--- src/include/rtcsra_pkg.sv ---
package rtcsra_pkg;
  // target identifier compared against the upper seven bits of the first byte
  localparam logic [6:0] TARGET_ID    = 7'h6F;
  // last register location before the pointer rolls over
  localparam logic [7:0] PTR_LAST     = 8'h13;
  localparam logic [7:0] PTR_RESET    = 8'h00;
  localparam int         REG_COUNT    = 20;
  localparam logic [3:0] BIT_RESET    = 4'h0;
  localparam logic [3:0] BIT_ACK      = 4'h8;
  // engine states, one-hot
  typedef enum logic [5:0] {
    ST_IDLE = 6'b000001,
    ST_ID   = 6'b000010,
    ST_ADDR = 6'b000100,
    ST_WDAT = 6'b001000,
    ST_RDAT = 6'b010000,
    ST_RACK = 6'b100000
  } rtcsra_state_t;
endpackage

--- src/rtl/rtcsra_top.sv ---
`timescale 1ns/10ps
module rtcsra_top
(
  // clock and reset
  input  wire logic       SYS_CLK,
  input  wire logic       SRST,
  // serial bus pins (data is open drain)
  input  wire logic       SCL_IN,
  input  wire logic       SDA_IN,
  output logic            SDA_OUT,
  output logic            SDA_OE,
  // write stream toward the register array, two-entry buffered
  output logic            WR_VALID,
  input  wire logic       WR_READY,
  output logic [7:0]      WR_ADDR,
  output logic [7:0]      WR_DATA,
  // register array read port, combinational from the pointer
  output logic [7:0]      RD_ADDR,
  input  wire logic [7:0] RD_DATA
);
  typedef struct packed {
    logic [2:0]            scl_s;
    logic [2:0]            sda_s;
    logic                  scl_f;
    logic                  sda_f;
    rtcsra_pkg::rtcsra_state_t st;
    logic [3:0]            bcnt;
    logic [7:0]            shf;
    logic                  rd_dir;
    logic                  ack_slot;
    logic                  sda_oe;
    logic [7:0]            ptr;
    logic [7:0]            waddr;
    logic [1:0]            bv;
    logic [15:0]           b0;
    logic [15:0]           b1;
  } rtcsra_reg_t;

  rtcsra_reg_t q;
  rtcsra_reg_t d;
  logic scl_rise;
  logic scl_fall;
  logic start_c;
  logic stop_c;
  logic [7:0] byte_in;
  logic [7:0] ptr_inc;

  // filtered levels change only when the second and third stages agree
  assign scl_rise = (q.scl_s[1] == q.scl_s[2]) && q.scl_s[2] && !q.scl_f;
  assign scl_fall = (q.scl_s[1] == q.scl_s[2]) && !q.scl_s[2] && q.scl_f;
  assign start_c  = (q.sda_s[1] == q.sda_s[2]) && !q.sda_s[2] && q.sda_f && q.scl_f && q.scl_s[2];
  assign stop_c   = (q.sda_s[1] == q.sda_s[2]) && q.sda_s[2] && !q.sda_f && q.scl_f && q.scl_s[2];
  assign byte_in  = {q.shf[6:0], q.sda_f};
  assign ptr_inc  = (q.ptr == rtcsra_pkg::PTR_LAST) ? rtcsra_pkg::PTR_RESET : 8'(q.ptr + 8'h01);

  // next state: synchronisers, bus engine and write buffer
  always_comb
  begin
    d = q;
    d.scl_s = {q.scl_s[1:0], SCL_IN};
    d.sda_s = {q.sda_s[1:0], SDA_IN};
    if (q.scl_s[1] == q.scl_s[2])
      d.scl_f = q.scl_s[2];
    if (q.sda_s[1] == q.sda_s[2])
      d.sda_f = q.sda_s[2];
    // drain side of the buffer
    if (q.bv[0] && WR_READY)
    begin
      d.b0 = q.b1;
      d.bv = {1'b0, q.bv[1]};
    end
    if (stop_c)
    begin
      d.st     = rtcsra_pkg::ST_IDLE;
      d.sda_oe = 1'b0;
    end
    else if (start_c)
    begin
      // a repeated start keeps the pointer loaded by the dummy write
      d.st       = rtcsra_pkg::ST_ID;
      d.bcnt     = rtcsra_pkg::BIT_RESET;
      d.ack_slot = 1'b0;
      d.sda_oe   = 1'b0;
    end
    // the controller's acknowledge slot is decided below, it must not be shifted in as a bit
    else if (scl_rise && q.st != rtcsra_pkg::ST_IDLE && !q.ack_slot && q.st != rtcsra_pkg::ST_RDAT
             && q.st != rtcsra_pkg::ST_RACK)
    begin
      d.shf  = byte_in;
      d.bcnt = 4'(q.bcnt + 4'h1);
    end
    else if (scl_rise && q.st == rtcsra_pkg::ST_RACK)
    begin
      // controller acknowledge decides whether another byte goes out
      d.st = q.sda_f ? rtcsra_pkg::ST_IDLE : rtcsra_pkg::ST_RDAT;
    end
    else if (scl_fall)
    begin
      if (q.ack_slot)
      begin
        // end of the ninth clock: release the line (after a read id, drive bit 7 of RD_DATA instead) and move on
        d.ack_slot = 1'b0;
        d.sda_oe   = 1'b0;
        d.bcnt     = rtcsra_pkg::BIT_RESET;
        if (q.st == rtcsra_pkg::ST_ID)
          d.st = q.rd_dir ? rtcsra_pkg::ST_RDAT : rtcsra_pkg::ST_ADDR;
        else if (q.st == rtcsra_pkg::ST_ADDR)
          d.st = rtcsra_pkg::ST_WDAT;
        else if (q.st == rtcsra_pkg::ST_WDAT)
          d.st = rtcsra_pkg::ST_IDLE;
        if (q.st == rtcsra_pkg::ST_ID && q.rd_dir)
        begin
          d.sda_oe = !RD_DATA[7];
          d.bcnt   = 4'h1;
        end
      end
      else if (q.st == rtcsra_pkg::ST_RDAT)
      begin
        if (q.bcnt == rtcsra_pkg::BIT_ACK)
        begin
          d.sda_oe = 1'b0;
          d.st     = rtcsra_pkg::ST_RACK;
          d.ptr    = ptr_inc;
          d.bcnt   = rtcsra_pkg::BIT_RESET;
        end
        else if (q.bcnt == rtcsra_pkg::BIT_RESET)
        begin
          d.sda_oe = !RD_DATA[7];
          d.bcnt   = 4'h1;
        end
        else
        begin
          d.sda_oe = !RD_DATA[3'(4'h7 - q.bcnt)];
          d.bcnt   = 4'(q.bcnt + 4'h1);
        end
      end
      else if (q.bcnt == rtcsra_pkg::BIT_ACK && q.st != rtcsra_pkg::ST_IDLE)
      begin
        unique case (q.st)
          rtcsra_pkg::ST_ID:
          begin
            if (q.shf[7:1] == rtcsra_pkg::TARGET_ID)
            begin
              d.ack_slot = 1'b1;
              d.sda_oe   = 1'b1;
              d.rd_dir   = q.shf[0];
            end
            else
              d.st = rtcsra_pkg::ST_IDLE;
          end
          rtcsra_pkg::ST_ADDR:
          begin
            d.ack_slot = 1'b1;
            d.sda_oe   = 1'b1;
            d.ptr      = q.shf;
            d.waddr    = q.shf;
          end
          rtcsra_pkg::ST_WDAT:
          begin
            // a full buffer withholds the acknowledge so no word is lost
            if (!d.bv[1])
            begin
              d.ack_slot = 1'b1;
              d.sda_oe   = 1'b1;
              if (d.bv[0])
              begin
                d.b1 = {q.waddr, q.shf};
                d.bv = 2'b11;
              end
              else
              begin
                d.b0 = {q.waddr, q.shf};
                d.bv = 2'b01;
              end
            end
            else
              d.st = rtcsra_pkg::ST_IDLE;
          end
          default:
            d.st = rtcsra_pkg::ST_IDLE;
        endcase
      end
    end
  end

  // single register stage; the pointer clears on reset
  always_ff @(posedge SYS_CLK)
  begin
    if (SRST)
    begin
      q        <= '0;
      q.scl_s  <= 3'h7;
      q.sda_s  <= 3'h7;
      q.scl_f  <= 1'b1;
      q.sda_f  <= 1'b1;
      q.st     <= rtcsra_pkg::ST_IDLE;
      q.ptr    <= rtcsra_pkg::PTR_RESET;
    end
    else
      q <= d;
  end

  // outputs straight from flip-flops except SDA_OUT, tied low; read address output is the pointer register
  assign SDA_OUT  = 1'b0;
  assign SDA_OE   = q.sda_oe;
  assign WR_VALID = q.bv[0];
  assign WR_ADDR  = q.b0[15:8];
  assign WR_DATA  = q.b0[7:0];
  assign RD_ADDR  = q.ptr;

  a_ack_on_match: assert property (@(posedge SYS_CLK) disable iff (SRST)
    (scl_fall && !start_c && !stop_c && q.st == rtcsra_pkg::ST_ID && !q.ack_slot
     && q.bcnt == rtcsra_pkg::BIT_ACK && q.shf[7:1] == rtcsra_pkg::TARGET_ID) |=> SDA_OE)
    else $error("matching id byte not acknowledged");
  a_no_ack_miss: assert property (@(posedge SYS_CLK) disable iff (SRST)
    (scl_fall && !start_c && !stop_c && q.st == rtcsra_pkg::ST_ID && !q.ack_slot
     && q.bcnt == rtcsra_pkg::BIT_ACK && q.shf[7:1] != rtcsra_pkg::TARGET_ID) |=> !SDA_OE)
    else $error("foreign id byte acknowledged");
  a_ptr_wrap: assert property (@(posedge SYS_CLK) disable iff (SRST)
    (q.st == rtcsra_pkg::ST_RDAT && q.ptr == rtcsra_pkg::PTR_LAST && scl_fall && !start_c && !stop_c
     && q.bcnt == rtcsra_pkg::BIT_ACK) |=> (RD_ADDR == rtcsra_pkg::PTR_RESET))
    else $error("pointer did not wrap");
  a_ptr_step: assert property (@(posedge SYS_CLK) disable iff (SRST)
    (q.st == rtcsra_pkg::ST_RDAT && q.ptr < rtcsra_pkg::PTR_LAST && scl_fall && !start_c && !stop_c
     && q.bcnt == rtcsra_pkg::BIT_ACK) |=> (RD_ADDR == $past(RD_ADDR) + 8'h01))
    else $error("pointer did not step by one");
  a_rel_ack: assert property (@(posedge SYS_CLK) disable iff (SRST)
    (q.st == rtcsra_pkg::ST_RACK) |-> !SDA_OE)
    else $error("line held during controller acknowledge");
  a_stop_idle: assert property (@(posedge SYS_CLK) disable iff (SRST)
    stop_c |=> (q.st == rtcsra_pkg::ST_IDLE && !SDA_OE))
    else $error("stop did not idle engine");
  a_nack_ends: assert property (@(posedge SYS_CLK) disable iff (SRST)
    (q.st == rtcsra_pkg::ST_RACK && scl_rise && q.sda_f && !stop_c && !start_c)
    |=> q.st == rtcsra_pkg::ST_IDLE ##1 !SDA_OE)
    else $error("read continued after no acknowledge");
  a_ack_goes_on: assert property (@(posedge SYS_CLK) disable iff (SRST)
    (q.st == rtcsra_pkg::ST_RACK && scl_rise && !q.sda_f && !stop_c && !start_c)
    |=> q.st == rtcsra_pkg::ST_RDAT)
    else $error("read stopped after controller acknowledge");
  a_addr_load: assert property (@(posedge SYS_CLK) disable iff (SRST)
    (q.st == rtcsra_pkg::ST_ADDR && scl_fall && !q.ack_slot && !start_c && !stop_c
     && q.bcnt == rtcsra_pkg::BIT_ACK) |=> (RD_ADDR == $past(q.shf)))
    else $error("pointer not loaded from address byte");
  a_wr_push: assert property (@(posedge SYS_CLK) disable iff (SRST)
    (q.st == rtcsra_pkg::ST_WDAT && scl_fall && !q.ack_slot && !start_c && !stop_c
     && q.bcnt == rtcsra_pkg::BIT_ACK && !q.bv[0]) |=> (WR_VALID && WR_DATA == $past(q.shf)))
    else $error("written byte not buffered");
endmodule

--- config.mk ---
export PLATFORM = sky130hd
export DESIGN_NAME = rtcsra_top
export DESIGN_NICKNAME = d
export VERILOG_FILES = /design/src/include/rtcsra_pkg.sv /design/src/rtl/rtcsra_top.sv
export SDC_FILE = /design/constraint.sdc
export NUM_CORES = 1
export LEC_CHECK = 0
export BUFFER_PORTS_ARGS = -buffer_cell sky130_fd_sc_hd__buf_2
export CORE_ASPECT_RATIO = 0.5
export CORE_MARGIN = 1.5
export CORE_UTILIZATION = 42
export CTS_CLUSTER_DIAMETER = 30
export CTS_CLUSTER_SIZE = 20
export DETAILED_ROUTE_END_ITERATION = 12
export GPL_TIMING_DRIVEN = 0
export PLACE_DENSITY_LB_ADDON = 0.05
export SKIP_LAST_GASP = 1
export SLEW_MARGIN = 20
export SYNTH_ARGS = -nofsm -noshare
export SYNTH_HDL_FRONTEND = slang
export SYNTH_SLANG_ARGS = --single-unit
--- constraint.sdc ---
create_clock -name SYS_CLK -period 4.35 [get_ports SYS_CLK]
set_input_delay 0.87 -clock SYS_CLK [delete_from_list [all_inputs] [get_ports SYS_CLK]]
set_output_delay 0.87 -clock SYS_CLK [all_outputs]
set_load 0.02 [all_outputs]
After elaboration in Yosys (flattened, before gate mapping)
Index checks and enable logic that the tools add are counted.

word-level totals
  output and inout port bits = 27
  bits in registers = 79
  logic and storage cells = 169
  bits of input ports = 13

cells by class
  muxes and demuxes = 59
  $add $sub $neg = 3
  order comparisons = 1
  equal/unequal tests = 37
  bitwise operators = 6
  reductions and logical operators = 47

operator list
  cell                 number
  $mux 53              8
  $mux 52              3
  $mux 34              4
  $mux 6               10
  $mux 50              1
  $mux 16              3
  $ne 8x2->1 const B   6
  $mux 42              1
  $logic_and 1x1->1    20
  $mux 10              2
  $mux 4               5
  $mux 18              1
  $pmux 6 s3           1
  $reduce_and 9->1     2
  $mux 8               2
  $reduce_and 8->1     2
  $ne 5x4->1 const B   3
  $ne 6x1->1 const B   2
  $ne 6x5->1 const B   2
  $ne 6x6->1 const B   2
  $reduce_and 11->1    1
  $mux 2               5
  $mux 5               2
  $ne 10x2->1 const B  1
  other kinds (40)     64

Logic depth before layout (Yosys ltp)
Gate-level depths: netlist (run 1).

  word-level depth = 20
  depth in mapped cells = 11
  gate-level depth less buffers = 8

Worst setup path after synthesis (run 1)
Ideal clock, no wire load.

  path kind = in2reg
  start point = in WR_READY
  end point = reg q[67] (netlist name)
  data arrival time = 2.231 ns
  data required time = 4.234 ns
  library setup time = 0.116 ns
  setup slack = 2.003 ns
  path buffers = 0
  stages = 6
  cell sequence = a21boi_0 > nor3_1 > o41a_1 > o22ai_1 > mux2i_1 > nor2_1

on the way
  longest elaborated chain between the ends = 4

ends and longest elaborated chain
  item                               line              text
  start: declaration                 rtcsra_top.sv:14  input wire logic WR_READY,
  $logic_and 1x1->1                  rtcsra_top.sv:67  if (q.bv[0] && WR_READY)
  $mux 18                            rtcsra_top.sv:67
  $ne 5x4->1 (no source line)        --
  $reduce_and 8->1 (no source line)  --
  end: declaration                   rtcsra_top.sv:39  rtcsra_reg_t q;

No other way between the ends.
A chain may end at the register's enable or synchronous reset.

Worst setup path after layout (run 1)
  start point = reg q[68] (netlist name)
  end point = reg q[65] (netlist name)

on the way
  longest elaborated chain between the ends = 9
  elaborated cells on any way between the ends = 33
  those cells by class = eq/ne: 14; mux: 10; reduce/logical: 9

ends and longest elaborated chain
  item                                line                                  text
  $eq 6x4->1 (tied with other cells)  rtcsra_top.sv:109, rtcsra_top.sv:139
  $pmux 6 s3                          rtcsra_top.sv:139                     unique case (q.st)
  $mux 6                              rtcsra_top.sv:137                     else if (q.bcnt == rtcsra_pkg::BIT_ACK && q.st != rtcsra_pkg::ST_IDLE)
  $mux 6                              rtcsra_top.sv:117                     else if (q.st == rtcsra_pkg::ST_RDAT)
  $mux 10                             rtcsra_top.sv:99                      if (q.ack_slot)
  $mux 10                             rtcsra_top.sv:97                      else if (scl_fall)
  $mux 6                              rtcsra_top.sv:92                      else if (scl_rise && q.st == rtcsra_pkg::ST_RACK)
  $mux 2                              rtcsra_top.sv:86                      else if (scl_rise && q.st != rtcsra_pkg::ST_IDLE && !q.ack_slot && q.st != rtcsra_pkg::ST_RDAT
  $mux 6                              rtcsra_top.sv:77                      else if (start_c)

Parallel ways exist; a longest one is shown, timed or not. The select of a mux whose other input is x is not followed.

==> results of run 1 <==
## routing by layer
layer	vias up	share of wire (%)
li1	1887	-
met1	1721	52
met2	78	43
met3	14	3.7
met4	0	1.1
met5	-	0
## cell usage after synthesis, types with 6 or more instances
library cell	number	share of area (%)
inv_1	15	1.3
mux2i_1	12	2.9
a311oi_1	17	3.6
buf_4	26	4.7
dfxtp_1	79	38
a21oi_1	36	4.3
buf_6	6	1.6
o21ai_0	13	1.6
ha_1	7	2.1
nor3_1	8	0.96
clkbuf_1	18	1.6
nand2_1	63	5.6
nand3_1	50	6.0
nor2_1	59	5.3
nand2b_1	7	1.0
## worst max-delay path by stage
stage / start / endpoint / slack, ns / cells after the start
global route: q[66] / WR_ADDR[4] / 1.45 / 8
CTS: q[68] / q[65] / 1.57 / 7
finish: q[68] / q[65] / 1.57 / 7
global placement: WR_READY / WR_ADDR[4] / 1.46 / 8
floorplan: WR_READY / q[67] / 2.00 / 6
detailed placement: WR_READY / WR_ADDR[4] / 1.45 / 8
## logic make-up after synthesis
group	synth area share (%)
buf+inv	9.83
compound gates	18.7
mux	3.94
simple gates	26.3
flops	37.8
other cells	0.0895
fa+ha+maj	2.09
xor+xnor	1.25
## flip-flops by register name (all words and copies together) (netlist names)
| register | flops |
|---|---|
| q | 41 |
| RD_ADDR | 8 |
| WR_ADDR | 8 |
| WR_DATA | 8 |
| byte_in | 8 |
| d | 4 |
| SDA_OE | 1 |
| WR_VALID | 1 |
## cell type report
type | count | share of cell area [%]
sequential | 79 | 32.3
tap | 135 | 3.45
timing repair buffer | 37 | 3.78
inverter | 15 | 1.15
multi-input combinational | 361 | 45.0
buffer | 55 | 7.26
clock buffer | 10 | 4.68
clock inverter | 6 | 2.40
## worst register-to-register path: stages, from the launching register on
cell	delay, ns
dfxtp_1	0.29
buf_2	0.17
or4_1	0.57
o21ai_0	0.75
o41a_1	0.34
a2bb2oi_1	0.26
a2bb2oi_1	0.19
o21ai_0	0.08
## through the flow
step	hold slack, ns	area (um2)	instances	power, mW
floorplan	0.389	4190	510	0.774
finish	0.408	4900	698	1.66
CTS	0.408	4900	698	1.67
global placement	0.392	4540	682	0.791
global route	0.417	4900	698	1.72
detailed placement	0.394	4550	682	0.791
## power by group through the flow
stage	Combinational [mW]	Sequential, mW	Clock, mW
floorplan	0.0296	0.745	0
global placement	0.0460	0.745	0
detailed placement	0.0463	0.745	0
CTS	0.0466	0.729	0.897
global route	0.0516	0.729	0.935
finish	0.0465	0.729	0.882
==> impl_results.md, run 1 <==
- Outcome: completed
- Sequential area share after synthesis: 37.8%
- Crit-path leading delay family: compound AO/OA/AOI/OAI gates
- Crit path max fanout: 9
- Reg area: 1580 um2
- Minimum clock period: 2.78 ns
- Clock power frac: 53.2%
- Clk sink count: 79
- DRC viols: 0
- Final Max Slew Viols: 0
- Area of the multi-input gates: 2200 um2
- Cts hold-fix bufs: 0
- P_sw: 0.350 mW
- CTS Root Cell: clkbuf_16
- Vias per cell: 5.30
- Met3 Track Usage GR: 4.76%
- Num CTS Buffers: 9
- Crit path capture type: flip-flop
- CP Data Required Time: 4.56 ns
- P&R area growth vs syn: 16.9%
- Iter 0 DRT Violations: 167
- CP startpoint kind: flip-flop
- Initial Utilization: 43.8%
- R2r setup slk: 1.57 ns
- Register bit total from synthesis: 79
- All-Layer GR Usage: 22.0%
- Num rows: 25
- Met2 usage: 34.3%
- Gr busiest metal: met2
- Clk Latency, worst-skew pair: 0.34 ns
- Vias in the first global route: 3524
- Io pins: 40
- Setup ws final: 1.57 ns
- Die Y: 73.6 um
- Synthesized area per cell: 8.21 um2
- GP Congestion: 0.849
- Setup violators final: 0
- RSZ-0062 raised after global routing: false
- Comb pwr share: 2.8%
- Diodes inserted: 0
- First-pass GRT wire length: 17900 um
- Post-route ant nets: 0
- Largest net degree at the start of global routing: 15
- Worst Hold End: d[75]
- Final #Nets: 578
- Worst path slowest cell: o21ai_0
- CP Buf/Inv Count: 1
- Unique masters post-synth: 67
- DR vias: 3700
- Switching Share: 21.1%
- Routing usage on met1: 30.5%
- Synthesized cell area: 4190 um2
- Setup TNS: 0 ns
- Pre-CTS WS: 1.45 ns
- DR pass1 iterations: 4
- Crit share post-route: 64.0%
- CP max stage delay: 0.75 ns
- Leading cell types in the layout, fill and taps excluded: dfxtp_1 (79), nand2_1 (63), nor2_1 (59), nand3_1 (50), buf_2 (42)
- Asr flop ratio synth: 0%
- Final WL: 10800 um
- Power share of the sequential group: 44.0%
- Slew @ Worst Pin: 0.886 ns
- Fin util: 51.2%
- Worst-path clk slew: 0.06 ns
- Grt ovf: 0
- Max Freq: 359 MHz
- Port bufs: 37
- Worst r2r src: q[68]
- Final Skew: 0.00639 ns
- Wirelength per Cell: 15.5 um
- Maximum vdd drop: 0.212 mV
- CTS tree: done
- Core area: 9570 um2
- Slew HR: 40.3%
- Cts repair resizes: 0
- Setup bufs post-CTS: 0
- Share of cells above drive strength 1: 19.9%
- Die ar.: 10600 um2
- HP Start: d[74]
- Die Wd: 144 um
- # Max-Cap Violations: 0
- Post-synth EDFFs: 0
- Setup CP Type: reg -> reg
- Commonest non-fill, non-tap cell in the layout: dfxtp_1
- Final HPWL DP: 7940 um
- P_leak: 1.91 nW
- Top_reg_cell synth: dfxtp_1
- Net Count, Synth: 530
- Antenna violations before repair: 0
- Min-delay worst type: reg -> reg
- P_int: 1.31 mW
- Final Hold Fails: 0
- Reg2reg path depth: 7
- Max clock buf depth: 2
- CP arrival: 2.99 ns
- Capturing point of the worst reg2reg path: q[65]
- Ys Warns: 0
- Post-Syn Instances: 510
- Hold Path Stages: 1
- Worst-path cell chain: buf_2 > or4_1 > o21ai_0 > o41a_1 > a2bb2oi_1 > a2bb2oi_1 > o21ai_0
- H-tree depth: 3
- PwrDens: 339 nW/um2
- FILL cells: 944
No activity file was read; power rests on OpenSTA's default activity.
==> inputs of run 2 (changes only) <==
- clock period: 4.35 -> 2.5 ns (I/O delays scaled with it)
==> run 2 against run 1 <==
  * Final cell count rose by 0.86%
  * Via count rose by 2.1%
  * Setup slack got worse by 1.5 ns
  * Utilization rose by 1.4 points
  * Count of clock-buffer cells in the layout did not move
  * Critical path type unchanged
  * Highest routed layer unchanged
==> impl_results.md, run 2 (same netlist as run 1, synthesis figures left out) <==
- Vias per cell: 5.37 (+1.3%)
- Final Hold Fails: 0 (unchanged)
- Slew HR: 46.0% (+5.7 points)
- DR vias: 3779 (+2.1%)
- Met3 Track Usage GR: 4.76% (unchanged)
- First-pass GRT wire length: 18000 um (+0.88%)
- Clk Latency, worst-skew pair: 0.34 ns (about the same)
- H-tree depth: 3 (unchanged)
- Power share of the sequential group: 43.9% (about the same)
- Wirelength per Cell: 15.6 um (+0.50%)
- PwrDens: 574 nW/um2 (+70%)
- DRC viols: 0 (unchanged)
- Core area: 9570 um2 (unchanged)
- Final Max Slew Viols: 0 (unchanged)
- Leading cell types in the layout, fill and taps excluded: dfxtp_1 (78), nand2_1 (62), nor2_1 (59), nand3_1 (49), buf_2 (40)
- All-Layer GR Usage: 22.3% (+0.24 points)
- Slew @ Worst Pin: 0.804 ns (-0.0828 ns)
- Minimum clock period: 2.45 ns (-0.336 ns)
- CP arrival: 2.64 ns (-0.35 ns)
- Commonest non-fill, non-tap cell in the layout: dfxtp_1
- Num CTS Buffers: 9 (unchanged)
- Min-delay worst type: in -> reg
- Clock power frac: 53.2% (about the same)
- P_int: 2.28 mW (+74%)
- Placed Instances: 682 (unchanged)
- Largest net degree at the start of global routing: 15 (unchanged)
- Final WL: 11000 um (+1.4%)
- P_sw: 0.613 mW (+76%)
- Fin util: 52.5% (+1.4 points)
- Post-route ant nets: 0 (unchanged)
- Routing usage on met1: 30.7% (+0.24 points)
- Worst-path cell chain: buf_6 > or4_4 > buf_6 > or3_4 > or3_4 > buf_6 > buf_6 > nand2_1 > a21oi_1
- CP startpoint kind: flip-flop
- Crit path capture type: flip-flop
- Io pins: 40 (unchanged)
- Vias in the first global route: 3590 (+1.9%)
- Met2 usage: 34.9% (+0.53 points)
- Worst path slowest cell: or4_4
- Worst-path clk slew: 0.07 ns (about the same)
- Crit share post-route: 97.9% (+34 points)
- Comb pwr share: 2.9% (about the same)
- Share of cells above drive strength 1: 23.4% (+3.5 points)
- Max Freq: 409 MHz (+14%)
- Pwr Total: 2.89 mW (+74%)
- Area after DPL: 4550 um2 (unchanged)
- CP max stage delay: 0.51 ns (-0.24 ns)
- Outcome: completed
- Diodes inserted: 0 (unchanged)
- Final #Nets: 584 (+1.0%)
- Final Cell Area: 5030 um2 (+2.7%)
- Max clock buf depth: 2 (unchanged)
- Num rows: 25 (unchanged)
- Crit path max fanout: 10 (+1)
- CP Data Required Time: 2.70 ns (-1.86 ns)
- RSZ-0062 raised after global routing: true
- Gr busiest metal: met2
- Final Skew: 0.00597 ns (-0.000421 ns)
- Setup CP Type: reg -> reg
- # Max-Cap Violations: 0 (unchanged)
- Die Wd: 144 um (unchanged)
- GP Congestion: 0.849 (unchanged)
- DR pass1 iterations: 5 (+1)
- Die Y: 73.6 um (unchanged)
- Antenna violations before repair: 0 (unchanged)
- Max reg flops: 41 (unchanged)
- Switching Share: 21.2% (+0.14 points)
- Maximum vdd drop: 0.371 mV (+75%)
- P_leak: 1.98 nW (+3.5%)
- Setup violators final: 0 (unchanged)
- Port bufs: 37 (unchanged)
- P&R area growth vs syn: 20.1%
- Final HPWL DP: 7940 um (unchanged)
- CTS Root Cell: clkbuf_16
- CP most frequent cell: buf_6
- Clk sink count: 79 (unchanged)
- Die ar.: 10600 um2 (unchanged)
- Most flop-heavy register: q
- Post-route insts no fill: 704 (+0.86%)
- Grt ovf: 0 (unchanged)
- Iter 0 DRT Violations: 149 (-11%)
- Initial Utilization: 43.8% (unchanged)
- CTS tree: done
==> run 2: cell types whose count changed in the layout (fill, tap and decap cells not counted), sizes merged <==
cell,change
buf,+6
==> run 2: area by class of cell <==
cell class / count / area (um2)
inverter: 15 / 56.3
sequential: 79 / 1580
clock buffer: 10 / 229
timing repair buffer: 44 / 239
clock inverter: 6 / 118
buffer: 54 / 360
tap: 135 / 169
fill: 935 / 4540
multi-input combinational: 361 / 2280
==> run 2: final timing paths <==
path	from	endpoint	slack, ns	cells after the start
worst max-delay path	q[66]	q[10]	0.05	9
worst min register to register	d[74]	d[75]	0.41	1
worst max register to register	q[66]	q[10]	0.05	9
worst min-delay path	SDA_IN	d[74]	0.34	2
==> run 2: power groups by stage <==
| stage | Sequential [mW] | Clock [mW] | Combinational (mW) |
|---|---|---|---|
| floorplan | 1.30 | 0 | 0.0514 |
| global placement | 1.30 | 0 | 0.0800 |
| detailed placement | 1.30 | 0 | 0.0805 |
| CTS | 1.27 | 1.56 | 0.0822 |
| global route | 1.27 | 1.63 | 0.0913 |
| finish | 1.27 | 1.54 | 0.0833 |
==> run 2: critical path: cells and delay by family (launching register included) <==
family	cells	cell delay (ns)
AND/OR/NAND/NOR	4	1.37
buffers and inverters	4	0.57
flip-flops	1	0.31
AO/OA/AOI/OAI	1	0.06
==> run 2: per-layer routing <==
layer	wire [um]	share of wire (%)	up-vias
li1	-	-	1906
met1	5720	52	1769
met2	4660	42	88
met3	429	3.9	16
met4	153	1.4	0
met5	0	0	-
==> run 2: per-stage QoR <==
stage	setup slack, ns	setup TNS (ns)	hold slack [ns]
after global placement	-0.311	-5.61	0.392
final	0.0535	0	0.342
after CTS	-0.0259	-0.0259	0.335
after detailed placement	-0.263	-4.39	0.394
after global routing	-0.0138	-0.0291	0.337
after floorplan	0.167	0	0.389
==> run 2: what timing repair did <==
item	CTS	global route
pin swaps	3	7
setup endpoints to repair	43	46
hold endpoints to repair	0	0
gates cloned	1	0
hold buffers	0	0
buffers inserted	5	1
resized for setup	11	18
